===== config.mk =====
export PLATFORM = sky130hd
export DESIGN_NAME = vseq_alt_ctrl
export DESIGN_NICKNAME = d
export VERILOG_FILES = /design/src/design/vseq_alt_pkg.sv /design/src/design/vseq_alt_ctrl.sv
export SDC_FILE = /design/constraint.sdc
export NUM_CORES = 1
export LEC_CHECK = 0
export ABC_CLOCK_PERIOD_IN_PS = 3500
export BUFFER_PORTS_ARGS = -buffer_cell sky130_fd_sc_hd__buf_2
export CORE_ASPECT_RATIO = 0.75
export CORE_UTILIZATION = 30
export DETAILED_ROUTE_END_ITERATION = 10
export GPL_ROUTABILITY_DRIVEN = 0
export PLACE_DENSITY = 0.46
export REMOVE_ABC_BUFFERS = 1
export SLEW_MARGIN = 20
export SYNTH_ARGS = -nofsm -noshare
export SYNTH_HDL_FRONTEND = slang
export SYNTH_SLANG_ARGS = --single-unit
export TNS_END_PERCENT = 1

===== constraint.sdc =====
create_clock -name CORE_CLK_I -period 3.5 [get_ports CORE_CLK_I]
set_input_delay 0.35 -clock CORE_CLK_I [delete_from_list [all_inputs] [get_ports CORE_CLK_I]]
set_output_delay 0.35 -clock CORE_CLK_I [all_outputs]
set_load 0.01 [all_outputs]

===== src/design/vseq_alt_pkg.sv =====
`default_nettype none
package vseq_alt_pkg;
    // ****************************************
    // Widths
    // ****************************************
    localparam int unsigned POS_W = 13;
    localparam int unsigned SEL_W = 18;
    localparam int unsigned SEQ_W = 5;
    localparam int unsigned ADDR_W = 8;
    localparam int unsigned DATA_W = 32;
    localparam int unsigned SEL_HI_W = SEL_W - POS_W;
    // ****************************************
    // Register byte offsets
    // ****************************************
    localparam logic [7:0] OFS_CTRL = 8'h00;
    localparam logic [7:0] OFS_HOLD1 = 8'h04;
    localparam logic [7:0] OFS_RESTART1 = 8'h14;
    localparam logic [7:0] OFS_FINAL_A = 8'h24;
    localparam logic [7:0] OFS_STATUS = 8'h34;
    localparam logic [7:0] OFS_STRIDE = 8'h04;
    localparam int unsigned NUM_IDX = 4;
    // ****************************************
    // Control word fields
    // ****************************************
    localparam int unsigned BIT_ALT_EN = 6;
    localparam int unsigned FLD_FLEN_LO = 16;
    localparam int unsigned FLD_INS_LO = 20;
    localparam int unsigned BIT_ADVANCE = 23;
    localparam int unsigned BIT_RESTORE = 24;
    localparam logic [31:0] CTRL_MASK = 32'h01ff_0040;
    // ****************************************
    // Status word fields
    // ****************************************
    localparam int unsigned ST_SEQ_LO = 0;
    localparam int unsigned ST_HOLD_LO = 8;
    localparam int unsigned ST_SEG_LO = 12;
    // ****************************************
    // Reset values and responses
    // ****************************************
    localparam logic [31:0] RST_WORD = 32'h0000_0000;
    localparam logic [1:0] RESP_OKAY = 2'h0;
    localparam logic [1:0] RESP_DECERR = 2'h3;
    // Segment codes
    localparam logic [1:0] GRP_A = 2'h0;
    localparam logic [1:0] GRP_B = 2'h1;
    localparam logic [1:0] GRP_C = 2'h2;
    localparam logic [1:0] GRP_D = 2'h3;
endpackage : vseq_alt_pkg
`default_nettype wire


===== src/design/vseq_alt_ctrl.sv =====
// How it works
// Hold V outputs at hold position match
// Restart V outputs at restart position match
// Fourth hold gives odd-high select low bits
// Restart regs give select words' upper bits
// Holds one-three give other select low bits
// Final repetition uses group length when enabled
// Software sets final length equal normal length
// Alternation enable bit selects alternation mode
// Alternation enable sits at bit six, 0x00
// Select words give one bit per segment
// Even lines use even pair, odd odd
// Low/high bits code A B C D
// Insertion bits replace A by B/C/D
// Auto-advance increments sequence at line end
// Auto-restore returns sequence to region's one
// No hold or restart in alternation mode
// Positions compare with per-line pixel counter
`default_nettype none
module vseq_alt_ctrl
    import vseq_alt_pkg::*;
#(
    parameter int unsigned SEG_MAX = vseq_alt_pkg::SEL_W
) (
    input wire logic CORE_CLK_I,
    input wire logic NRST_I,
    // AXI4-Lite slave
    input wire logic S_AXI_AWVALID_I,
    output logic S_AXI_AWREADY_O,
    input wire logic [vseq_alt_pkg::ADDR_W-1:0] S_AXI_AWADDR_I,
    input wire logic S_AXI_WVALID_I,
    output logic S_AXI_WREADY_O,
    input wire logic [vseq_alt_pkg::DATA_W-1:0] S_AXI_WDATA_I,
    input wire logic [3:0] S_AXI_WSTRB_I,
    output logic S_AXI_BVALID_O,
    input wire logic S_AXI_BREADY_I,
    output logic [1:0] S_AXI_BRESP_O,
    input wire logic S_AXI_ARVALID_I,
    output logic S_AXI_ARREADY_O,
    input wire logic [vseq_alt_pkg::ADDR_W-1:0] S_AXI_ARADDR_I,
    output logic S_AXI_RVALID_O,
    input wire logic S_AXI_RREADY_I,
    output logic [vseq_alt_pkg::DATA_W-1:0] S_AXI_RDATA_O,
    output logic [1:0] S_AXI_RRESP_O,
    // Line timing
    input wire logic LINE_START_I,
    input wire logic LINE_ODD_I,
    input wire logic SEG_ADV_I,
    // Repetition length request
    input wire logic [1:0] CUR_GROUP_I,
    input wire logic LAST_REP_I,
    input wire logic [vseq_alt_pkg::POS_W-1:0] NORMAL_LEN_I,
    // Special pattern insertion request
    input wire logic INSERT_REQ_I,
    // Sequence number control
    input wire logic LINE_END_I,
    input wire logic SEQ_BOUNDARY_I,
    input wire logic [vseq_alt_pkg::SEQ_W-1:0] REGION_SEQ_I,
    // Outputs toward the vertical pattern engine
    output logic [3:0] V_HOLD_O,
    output logic ALT_MODE_O,
    output logic [1:0] SEG_GROUP_O,
    output logic [vseq_alt_pkg::POS_W-1:0] REP_LEN_O,
    output logic [1:0] INSERT_GROUP_O,
    output logic INSERT_VALID_O,
    output logic [vseq_alt_pkg::SEQ_W-1:0] SEQ_NUM_O
);
    import vseq_alt_pkg::*;

    // ****************************************
    // Parameter check
    // ****************************************
    if (SEG_MAX < 1 || SEG_MAX > SEL_W) begin : g_bad_seg
        $error("SEG_MAX must be 1 to SEL_W");
    end

    localparam int unsigned SEG_IW = $clog2(SEL_W);
    localparam logic [SEG_IW-1:0] SEG_LAST = SEG_IW'(SEG_MAX - 1);
    localparam logic [POS_W-1:0] POS_MAX = '1;

    // ****************************************
    // Register storage
    // ****************************************
    logic [DATA_W-1:0] ctrl_q;
    logic [POS_W-1:0] hold_pos_q [NUM_IDX];
    logic [POS_W-1:0] restart_pos_q [NUM_IDX];
    logic [POS_W-1:0] final_len_q [NUM_IDX];
    logic [POS_W-1:0] pix_q;
    logic [SEG_IW-1:0] seg_q;
    logic [3:0] hold_q;
    logic [SEQ_W-1:0] seq_q;

    logic alt_en;
    logic [3:0] flen_en;
    logic [2:0] ins_en;
    assign alt_en = ctrl_q[BIT_ALT_EN]; // see
    assign flen_en = ctrl_q[FLD_FLEN_LO +: 4];
    assign ins_en = ctrl_q[FLD_INS_LO +: 3];

    // ****************************************
    // AXI4-Lite write channel
    // ****************************************
    logic aw_have_q, w_have_q, bvalid_q;
    logic [ADDR_W-1:0] awaddr_q;
    logic [DATA_W-1:0] wdata_q;
    logic [3:0] wstrb_q;
    logic [1:0] bresp_q;
    logic wr_go;

    assign S_AXI_AWREADY_O = !aw_have_q && !bvalid_q;
    assign S_AXI_WREADY_O = !w_have_q && !bvalid_q;
    assign S_AXI_BVALID_O = bvalid_q;
    assign S_AXI_BRESP_O = bresp_q;
    assign wr_go = aw_have_q && w_have_q;

    // Decode an address to a register bank; the index is computed separately
    function automatic logic [2:0] bank_of(input logic [ADDR_W-1:0] a);
        logic [2:0] b;
        b = 3'h0;
        if (a[1:0] != 2'h0) begin
            b = 3'h0;
        end else if (a == OFS_CTRL) begin
            b = 3'h1;
        end else if (a >= OFS_HOLD1 && a < OFS_RESTART1) begin
            b = 3'h2;
        end else if (a >= OFS_RESTART1 && a < OFS_FINAL_A) begin
            b = 3'h3;
        end else if (a >= OFS_FINAL_A && a < OFS_STATUS) begin
            b = 3'h4;
        end else if (a == OFS_STATUS) begin
            b = 3'h5;
        end
        return b;
    endfunction : bank_of

    // Merge write data under byte strobes
    function automatic logic [DATA_W-1:0] merge(input logic [DATA_W-1:0] old, input logic [DATA_W-1:0] nw,
                                                input logic [3:0] strb);
        logic [DATA_W-1:0] r;
        r = old;
        for (int i = 0; i < 4; i++) begin
            if (strb[i]) begin
                r[i*8 +: 8] = nw[i*8 +: 8];
            end
        end
        return r;
    endfunction : merge

    logic [2:0] wbank;
    logic [1:0] widx;
    assign wbank = bank_of(awaddr_q);
    assign widx = 2'((awaddr_q - OFS_HOLD1) >> 2) - 2'((wbank - 3'h2) * 3'h4);

    // Capture address and data in either order, answer after both
    always_ff @(posedge CORE_CLK_I or negedge NRST_I) begin
        if (!NRST_I) begin
            aw_have_q <= 1'b0;
            w_have_q <= 1'b0;
            bvalid_q <= 1'b0;
            awaddr_q <= '0;
            wdata_q <= '0;
            wstrb_q <= '0;
            bresp_q <= RESP_OKAY;
        end else begin
            if (S_AXI_AWVALID_I && S_AXI_AWREADY_O) begin
                aw_have_q <= 1'b1;
                awaddr_q <= S_AXI_AWADDR_I;
            end
            if (S_AXI_WVALID_I && S_AXI_WREADY_O) begin
                w_have_q <= 1'b1;
                wdata_q <= S_AXI_WDATA_I;
                wstrb_q <= S_AXI_WSTRB_I;
            end
            if (wr_go) begin
                aw_have_q <= 1'b0;
                w_have_q <= 1'b0;
                bvalid_q <= 1'b1;
                bresp_q <= (wbank == 3'h0) ? RESP_DECERR : RESP_OKAY;
            end else if (bvalid_q && S_AXI_BREADY_I) begin
                bvalid_q <= 1'b0;
            end
        end
    end

    // Register writes; status word is read only
    always_ff @(posedge CORE_CLK_I or negedge NRST_I) begin
        if (!NRST_I) begin
            ctrl_q <= RST_WORD;
            for (int i = 0; i < NUM_IDX; i++) begin
                hold_pos_q[i] <= '0;
                restart_pos_q[i] <= '0;
                final_len_q[i] <= '0;
            end
        end else if (wr_go) begin
            case (wbank)
                3'h1: ctrl_q <= merge(ctrl_q, wdata_q, wstrb_q) & CTRL_MASK;
                3'h2: hold_pos_q[widx] <= POS_W'(merge(DATA_W'(hold_pos_q[widx]), wdata_q, wstrb_q));
                3'h3: restart_pos_q[widx] <= POS_W'(merge(DATA_W'(restart_pos_q[widx]), wdata_q, wstrb_q));
                3'h4: final_len_q[widx] <= POS_W'(merge(DATA_W'(final_len_q[widx]), wdata_q, wstrb_q));
                default: ;
            endcase
        end
    end

    // ****************************************
    // AXI4-Lite read channel
    // ****************************************
    logic rvalid_q;
    logic [DATA_W-1:0] rdata_q;
    logic [1:0] rresp_q;
    logic [2:0] rbank;
    logic [1:0] ridx;
    logic [DATA_W-1:0] status_w;

    assign S_AXI_ARREADY_O = !rvalid_q;
    assign S_AXI_RVALID_O = rvalid_q;
    assign S_AXI_RDATA_O = rdata_q;
    assign S_AXI_RRESP_O = rresp_q;
    assign rbank = bank_of(S_AXI_ARADDR_I);
    assign ridx = 2'((S_AXI_ARADDR_I - OFS_HOLD1) >> 2) - 2'((rbank - 3'h2) * 3'h4);
    assign status_w = (DATA_W'(seq_q) << ST_SEQ_LO) | (DATA_W'(hold_q) << ST_HOLD_LO)
                    | (DATA_W'(seg_q) << ST_SEG_LO);

    // Read data is registered on the same edge that takes the address
    always_ff @(posedge CORE_CLK_I or negedge NRST_I) begin
        if (!NRST_I) begin
            rvalid_q <= 1'b0;
            rdata_q <= '0;
            rresp_q <= RESP_OKAY;
        end else if (S_AXI_ARVALID_I && S_AXI_ARREADY_O) begin
            rvalid_q <= 1'b1;
            rresp_q <= (rbank == 3'h0) ? RESP_DECERR : RESP_OKAY;
            case (rbank)
                3'h1: rdata_q <= ctrl_q;
                3'h2: rdata_q <= DATA_W'(hold_pos_q[ridx]);
                3'h3: rdata_q <= DATA_W'(restart_pos_q[ridx]);
                3'h4: rdata_q <= DATA_W'(final_len_q[ridx]);
                3'h5: rdata_q <= status_w;
                default: rdata_q <= '0;
            endcase
        end else if (rvalid_q && S_AXI_RREADY_I) begin
            rvalid_q <= 1'b0;
        end
    end

    // ****************************************
    // Per-line pixel counter
    // ****************************************
    always_ff @(posedge CORE_CLK_I or negedge NRST_I) begin
        if (!NRST_I) begin
            pix_q <= '0;
        end else if (LINE_START_I) begin
            pix_q <= '0;
        end else if (pix_q != POS_MAX) begin
            pix_q <= pix_q + 1'b1;
        end
    end

    // ****************************************
    // Hold and restart of the vertical outputs
    // ****************************************
    always_ff @(posedge CORE_CLK_I or negedge NRST_I) begin
        if (!NRST_I) begin
            hold_q <= '0;
        end else if (alt_en || LINE_START_I) begin
            hold_q <= '0;
        end else begin
            for (int k = 0; k < NUM_IDX; k++) begin
                if (pix_q == hold_pos_q[k]) begin
                    hold_q[k] <= 1'b1; // see
                end else if (pix_q == restart_pos_q[k]) begin
                    hold_q[k] <= 1'b0;
                end
            end
        end
    end
    assign V_HOLD_O = hold_q;
    assign ALT_MODE_O = alt_en;

    // ****************************************
    // Alternation select words and segment walk
    // ****************************************
    logic [SEL_W-1:0] sel_lo_even, sel_hi_even, sel_lo_odd, sel_hi_odd;
    logic [SEL_W-1:0] sel_lo, sel_hi;
    assign sel_lo_even = {restart_pos_q[0][SEL_HI_W-1:0], hold_pos_q[0]}; // see
    assign sel_hi_even = {restart_pos_q[1][SEL_HI_W-1:0], hold_pos_q[1]}; // see
    assign sel_lo_odd = {restart_pos_q[2][SEL_HI_W-1:0], hold_pos_q[2]}; // see
    assign sel_hi_odd = {restart_pos_q[3][SEL_HI_W-1:0], hold_pos_q[3]}; // see
    assign sel_lo = LINE_ODD_I ? sel_lo_odd : sel_lo_even;
    assign sel_hi = LINE_ODD_I ? sel_hi_odd : sel_hi_even;

    // Segment index restarts each line and stops at the last segment
    always_ff @(posedge CORE_CLK_I or negedge NRST_I) begin
        if (!NRST_I) begin
            seg_q <= '0;
        end else if (LINE_START_I || !alt_en) begin
            seg_q <= '0;
        end else if (SEG_ADV_I && seg_q != SEG_LAST) begin
            seg_q <= seg_q + 1'b1;
        end
    end

    // Segment group code: low bit first, high bit second
    always_ff @(posedge CORE_CLK_I or negedge NRST_I) begin
        if (!NRST_I) begin
            SEG_GROUP_O <= GRP_A;
        end else if (alt_en) begin
            SEG_GROUP_O <= {sel_lo[seg_q], sel_hi[seg_q]}; // see
        end else begin
            SEG_GROUP_O <= GRP_A;
        end
    end

    // ****************************************
    // Final repetition length
    // ****************************************
    always_ff @(posedge CORE_CLK_I or negedge NRST_I) begin
        if (!NRST_I) begin
            REP_LEN_O <= '0;
        end else if (LAST_REP_I && flen_en[CUR_GROUP_I]) begin
            REP_LEN_O <= final_len_q[CUR_GROUP_I];
        end else begin
            REP_LEN_O <= NORMAL_LEN_I;
        end
    end

    // ****************************************
    // Special pattern insertion into a group A series
    // ****************************************
    always_ff @(posedge CORE_CLK_I or negedge NRST_I) begin
        if (!NRST_I) begin
            INSERT_GROUP_O <= GRP_A;
            INSERT_VALID_O <= 1'b0;
        end else begin
            INSERT_VALID_O <= INSERT_REQ_I && (ins_en != 3'h0);
            if (ins_en[0]) begin
                INSERT_GROUP_O <= GRP_B;
            end else if (ins_en[1]) begin
                INSERT_GROUP_O <= GRP_C;
            end else if (ins_en[2]) begin
                INSERT_GROUP_O <= GRP_D;
            end else begin
                INSERT_GROUP_O <= GRP_A;
            end
        end
    end

    // ****************************************
    // Sequence number advance and restore
    // ****************************************
    always_ff @(posedge CORE_CLK_I or negedge NRST_I) begin
        if (!NRST_I) begin
            seq_q <= '0;
        end else if (LINE_END_I) begin
            if (ctrl_q[BIT_RESTORE]) begin
                seq_q <= REGION_SEQ_I;
            end else if (ctrl_q[BIT_ADVANCE] && !SEQ_BOUNDARY_I) begin
                seq_q <= seq_q + 1'b1;
            end else if (SEQ_BOUNDARY_I) begin
                seq_q <= REGION_SEQ_I;
            end
        end
    end
    assign SEQ_NUM_O = seq_q;
endmodule : vseq_alt_ctrl
`default_nettype wire


### Word level (Yosys, flattened, before mapping)

Index checks and enable logic that the tools add are counted.

| cells by class | value |
|---|---|
| add/subtract/negate cells | 5 |
| magnitude comparators | 18 |
| equal/unequal tests | 21 |
| mux-type cells | 96 |
| bitwise gates (word level) | 5 |
| reductions and logical operators | 52 |

Operators by type and width:

| cell | number |
|---|---|
| two-way mux 13 bit | 18 |
| binary-select mux 13 bit (select 2 bit) | 7 |
| bitwise mux 52 bit | 3 |
| case mux 25 bit (5 select lines) | 1 |
| equality test 13 bit | 8 |
| two-way mux 8 bit | 9 |
| two-way mux 5 bit | 14 |
| two-way mux 18 bit | 2 |
| two-way mux 3 bit | 12 |
| < comparator 8 x 6 -> 1 bit (second input constant) | 4 |
| demux 13 bit (select 2 bit) | 1 |
| logical AND 1 bit | 19 |
| two-way mux 1 bit | 19 |
| nonzero test 3 bit | 6 |
| OR 12 x 17 -> 17 bit | 1 |
| equality test 8 x 6 -> 1 bit (second input constant) | 2 |
| greater-or-equal comparator 8 x 3 -> 1 bit (second input constant) | 2 |
| greater-or-equal comparator 8 x 5 -> 1 bit (second input constant) | 2 |
| greater-or-equal comparator 8 x 6 -> 1 bit (second input constant) | 2 |
| zero test 8 bit | 2 |
| < comparator 8 x 5 -> 1 bit (second input constant) | 2 |
| nonzero test 2 bit | 8 |
| adder 13 x 1 -> 13 bit (second input constant) | 1 |
| inequality test 13 bit (second input constant) | 1 |
| other kinds (21) | 51 |

| word-level totals | value |
|---|---|
| register bits after elaboration | 288 |
| input port bits | 86 |
| output and inout port bits | 69 |
| logic and storage cells | 233 |

### Longest topological paths before layout

| logic depth | value |
|---|---|
| depth in word-level cells | 11 |
| gate-level depth with buffers | 11 |
| depth with buffers taken out | 7 |

### Worst setup path before layout

Ideal clock, no wire load.

| path | value |
|---|---|
| kind | input port to flip-flop |
| from | input port S_AXI_ARADDR_I[2] (netlist bit) |
| to | register rdata_q[0], in the netlist S_AXI_RDATA_O[0] |
| setup time | 142 ps |
| arrival time | 2858 ps |
| required time | 3358 ps |
| path slack | 499 ps |
| stages | 9 |
| path buffers | 4 |
| cells stage by stage | buf_2 > buf_2 > buf_2 > inv_1 > ha_1 > buf_1 > mux4_2 > mux2i_1 > o221ai_1 |

| on the way | value |
|---|---|
| word-level cells in the longest chain between the ends | 9 |
| elaborated cells between the ends (all ways) | 34 |
| classes of those cells | add/sub: 1; order compare: 6; eq/ne: 6; mux: 16; bitwise: 1; reduce/logical: 4 |

RTL lines:

| element | line | source |
|---|---|---|
| from (decl) | vseq_alt_ctrl.sv:40 | `input wire logic [vseq_alt_pkg::ADDR_W-1:0] S_AXI_ARADDR_I,` |
| greater-or-equal comparator 8 x 6 -> 1 bit (tied with other cells) | vseq_alt_ctrl.sv:128 | `end else if (a >= OFS_FINAL_A && a < OFS_STATUS) begin` |
| logical AND 1 bit or two-way mux 3 bit (tied branches) | vseq_alt_ctrl.sv:128, vseq_alt_ctrl.sv:130 |  |
| two-way mux 3 bit | vseq_alt_ctrl.sv:128 |  |
| two-way mux 3 bit | vseq_alt_ctrl.sv:126 | `end else if (a >= OFS_RESTART1 && a < OFS_FINAL_A) begin` |
| two-way mux 3 bit | vseq_alt_ctrl.sv:124 | `end else if (a >= OFS_HOLD1 && a < OFS_RESTART1) begin` |
| two-way mux 3 bit | vseq_alt_ctrl.sv:122 | `end else if (a == OFS_CTRL) begin` |
| two-way mux 3 bit | vseq_alt_ctrl.sv:120 | `if (a[1:0] != 2'h0) begin` |
| equality test 3 bit (tied with other cells) | vseq_alt_ctrl.sv:233 | `case (rbank)` |
| case mux 25 bit (5 select lines) (*) | vseq_alt_ctrl.sv:233 |  |
| to (signal assigned) | vseq_alt_ctrl.sv:234 | `3'h1: rdata_q <= ctrl_q;` |
| to (signal assigned) | vseq_alt_ctrl.sv:235 | `3'h2: rdata_q <= DATA_W'(hold_pos_q[ridx]);` |
| to (signal assigned) | vseq_alt_ctrl.sv:236 | `3'h3: rdata_q <= DATA_W'(restart_pos_q[ridx]);` |
| to (decl) | vseq_alt_ctrl.sv:209 | `logic [DATA_W-1:0] rdata_q;` |

Every way passes the cells marked *; elsewhere a longest branch is shown, timed or not. The select of a mux whose other input is x is not followed.
A chain may end at the register's enable or synchronous reset.

### Worst setup path in the final report

| path | value |
|---|---|
| from | register awaddr_q[1] |
| to | register hold_pos_q[3] (netlist bit) |

| on the way | value |
|---|---|
| word-level cells in the longest chain between the ends | 9 |
| elaborated cells between the ends (all ways) | 34 |
| classes of those cells | add/sub: 1; order compare: 8; eq/ne: 2; mux: 15; bitwise: 1; reduce/logical: 7 |

RTL lines:

| element | line | source |
|---|---|---|
| from (decl) | vseq_alt_ctrl.sv:104 | `logic [ADDR_W-1:0] awaddr_q;` |
| from (signal assigned) | vseq_alt_ctrl.sv:160 | `awaddr_q <= '0;` |
| from (signal assigned) | vseq_alt_ctrl.sv:167 | `awaddr_q <= S_AXI_AWADDR_I;` |
| greater-or-equal comparator 8 x 6 -> 1 bit (tied with other cells) | vseq_alt_ctrl.sv:128 |  |
| logical AND 1 bit (tied with other cells) | vseq_alt_ctrl.sv:128 |  |
| two-way mux 3 bit or binary-select mux 13 bit (select 2 bit) (tied branches) | vseq_alt_ctrl.sv:128, vseq_alt_ctrl.sv:197 |  |
| two-way mux 3 bit or two-way mux 13 bit (tied branches) | vseq_alt_ctrl.sv:126, vseq_alt_ctrl.sv:197 |  |
| two-way mux 3 bit or two-way mux 13 bit (tied branches) | vseq_alt_ctrl.sv:124, vseq_alt_ctrl.sv:197 |  |
| two-way mux 3 bit or two-way mux 8 bit (tied branches) | vseq_alt_ctrl.sv:122, vseq_alt_ctrl.sv:142 |  |
| two-way mux 3 bit or two-way mux 8 bit (tied branches) | vseq_alt_ctrl.sv:120, vseq_alt_ctrl.sv:195 |  |
| equality test 3 x 2 -> 1 bit or two-way mux 8 bit (tied branches) | vseq_alt_ctrl.sv:195, vseq_alt_ctrl.sv:194 |  |
| AND reduction 2 bit (no line) or bitwise mux 52 bit (tied branches) | - |  |
| to (signal, indexed assignment) | vseq_alt_ctrl.sv:197 | `3'h2: hold_pos_q[widx] <= POS_W'(merge(DATA_W'(hold_pos_q[widx]), wdata_q, wstrb_q));` |
| to (decl) | vseq_alt_ctrl.sv:85 | `logic [POS_W-1:0] hold_pos_q [NUM_IDX];` |

Parallel ways exist; a longest one is shown, timed or not. The select of a mux whose other input is x is not followed.

==> qor.csv <==
stage;metric;value;unit
synthesis;synth_flop_cell;dfrtp_1;
die;die_w;264;µm
final_layout;nets;1514;
min_path;min_path_type;in2reg;
route;topRoutingLayerUsed;met4;
final_layout;antenna_cells;0;
global_routing;grt_pass1_vias;11000;
route;dr_wl_met3;3140;µm
clock_network;post_cts_resized;0;
synthesis;yosysSeqAreaShare;44.6;%
sta;report.final.slew_viol_count;0;
worst_setup_path;endpoint_kind;register;
route;vias;11000;
power;power;10.7;mW
final_layout;fin_area;0.0184;mm²
sta;hold_violations;0;
synthesis;synth_area_leader_cell;dfrtp_1;
die;dieArea;0.0525;mm²
power;seq_power_share;40.1;%
synthesis;synth_top_cell_area_share;44.6;%
clock_network;post_cts.repair.setup_buffers;0;
worst_setup_path;cp_slowest_cell;nand2_1;
route;viasPerCell;5.26;
die;ios;155;
route;routed_wl;48400;µm
sta;tns;0;ns
final_layout;fillerInstances;4949;
global_routing;grt_start_max_net_pins;98;
worst_setup_path;cp_cell_sequence;or4_4, nor4_4, nand2_1, mux2_2;
power;peakVddDrop;552;µV
synthesis;synth_area_per_cell;12.4;µm²
route;ant_nets;0;
clock_network;clockRootBuffer;clkbuf_16;
sta;fmax;385;MHz
placement;io_buffers;137;
sta;tightest_slew;0.984;ns
worst_setup_path;cp_max_fo;13;
final_layout;area.growth.synth_to_final;18.9;%
route;drtIter0Drc;910;
synthesis;ys_seq_elements;276;
worst_setup_path;max_stage_delay;0.63;ns
worst_setup_path;critPathLaunchType;register;
sta;min_period_over_period;74.2;%
clock_network;clock_path_buffers;3;
clock_network;cts_max_level;1;
power;switching_share;34.1;%
worst_setup_path;cp.arrival;3.06;ns
sta;finalSetupViolCount;0;
worst_setup_path;crit_required;3.96;ns
global_routing;grt_antenna_before_repair;1;
clock_network;ctsHoldBuffers;47;
global_routing;grt_overflow_total;0;
clock_network;clock_latency;0.58;ns
worst_setup_path;path_class;reg2reg;
power;combPwrFrac;27.5;%
sta;rsz0062_at_grt;false;
synthesis;synth_cells;1253;
synthesis;yosys-top-cells-count;276 x dfrtp_1, 155 x mux2_2, 124 x nand2_1, 110 x mux4_2, 93 x o21ai_0;
synthesis;yosys-top-cells-area;dfrtp_1 45%, mux4_2 16%, mux2_2 11%;
sta;relSlewSlack;34.4;%
die;rows;71;
clock_network;cts-buffers-inserted;30;
final_layout;final_util;36.4;%
synthesis;ys_async_sr_fraction;100;%
status;outcome;completed;
run;maxCapViolations;0;
min_path;holdPathStages;2;
sta;period_minus_slack;2.60;ns
power;intPower;7.06;mW
global_routing;grt.total_usage;18.7;%
route;dr_wl_met2;20300;µm
placement;dp_hpwl;33800;µm
route;met1Wirelength;24100;µm
clock_network;cts_tree;done;
clock_network;numClockSinks;276;
die;core_area;0.0505;mm²
die;dieHeight;199;µm
route;dr.pass1.iters;5;
final_layout;drive_above_1_share;34.2;%
route;wire_per_inst;23.1;µm
sta;clock_skew;0.0177;ns
power;power_frac_clock;32.4;%
global_routing;grt_pass1_wl;73700;µm
synthesis;synth_most_common_cell;dfrtp_1;
power;leakage;8.32;nW
synthesis;synth_area;0.0155;mm²
synthesis;synth_edf_count;0;
power;power.switching;3.66;mW
clock_network;path_clk_slew;0.06;ns
synthesis;ys_warn_count;0;
die;initial_utilization;30.6;%
worst_setup_path;worstRegToRegCells;4;
synthesis;yosysUniqueCellTypes;56;
placement;placed_area;0.0169;mm²
route;drc_errors;0;
sta;holdWs;0.0309;ns
power;power_density;582;mW/mm²
==> power groups by stage <==
stage               sequential [mW]  combinational (mW)  clock [mW]
floorplan                      4.20                1.80           0
global placement               4.35                2.92           0
detailed placement             4.36                2.94           0
CTS                            4.31                3.00        3.56
global route                   4.38                3.22        3.70
finish                         4.30                2.95        3.47
==> placed cells by master (no fill, tap or decap), types with 21 or more instances in the layout <==
| master | Yosys | layout |
|---|---|---|
| a21oi_1 | 25 | 25 |
| buf_2 | 20 | 136 |
| buf_4 | 9 | 21 |
| clkbuf_16 | 0 | 31 |
| dfrtp_1 | 276 | 275 |
| dlygate4sd3_1 | 0 | 47 |
| inv_1 | 40 | 40 |
| mux2_2 | 155 | 155 |
| mux2i_1 | 29 | 29 |
| mux4_2 | 110 | 110 |
| nand2_1 | 124 | 124 |
| nand4_1 | 21 | 21 |
| nor2_1 | 32 | 32 |
| o21ai_0 | 93 | 93 |
| xnor2_1 | 58 | 58 |
| xor2_1 | 60 | 60 |
==> critical path, delay by kind of cell (launching register included) <==
kind / cells / cell delay (ns)
muxes: 1 / 0.51
DFF: 1 / 0.38
and+or+nand+nor: 3 / 1.58
==> final timing paths <==
path	startpoint	to	slack (ns)
min reg2reg	S_AXI_RDATA_O[15]	S_AXI_RDATA_O[15]	0.46
max	awaddr_q[1]	hold_pos_q[3]	0.90
min	S_AXI_WSTRB_I[3]	wstrb_q[3]	0.03
max reg2reg	awaddr_q[1]	hold_pos_q[3]	0.90
max in group asynchronous	NRST_I	restart_pos_q[36]	2.13
min in group asynchronous	NRST_I	restart_pos_q[6]	0.29
==> cells by family after synthesis <==
group,after synthesis,synth area share [%]
muxes,298,29.4
buffers and inverters,126,3.82
and+or+nand+nor,248,7.75
other,1,0.0242
DFF,276,44.6
adders and majority gates,12,0.970
AOI/OAI and AO/OA,174,6.70
xor gates and xnor gates,118,6.68
==> final cells by class <==
class	count	area, µm²	area share [%]
sequential	276	6910	37.5
clock inverter	14	184	0.999
timing repair buffer	211	1440	7.84
multi-input combinational	857	8010	43.5
inverter	40	150	0.816
tap	657	822	4.47
clock buffer	42	887	4.82
==> through the flow <==
stage	worst slack, ns	std cells
6_report	0.902	2097
5_1_grt	0.761	2097
4_1_cts	0.891	2097
3_5_place_dp	0.914	1994
3_3_place_gp	0.909	1994
2_1_floorplan	-0.761	1173
==> flip-flops by register name (all words and copies together), names as in the netlist, 8 cells and up <==
signal	flops
restart_pos_q	52
awaddr_q	8
wdata_q	22
pix_q	13
hold_pos_q	52
REP_LEN_O	13
final_len_q	52
ctrl_q	10
S_AXI_RDATA_O	25
==> metal layers <==
layer  up-vias  GRT usage (%)
met5         -              0
met1      5702           28.5
met4         0           3.42
met3        53           4.11
met2       358           27.0
li1       4912              -
Power figures use the tool's default switching activity.
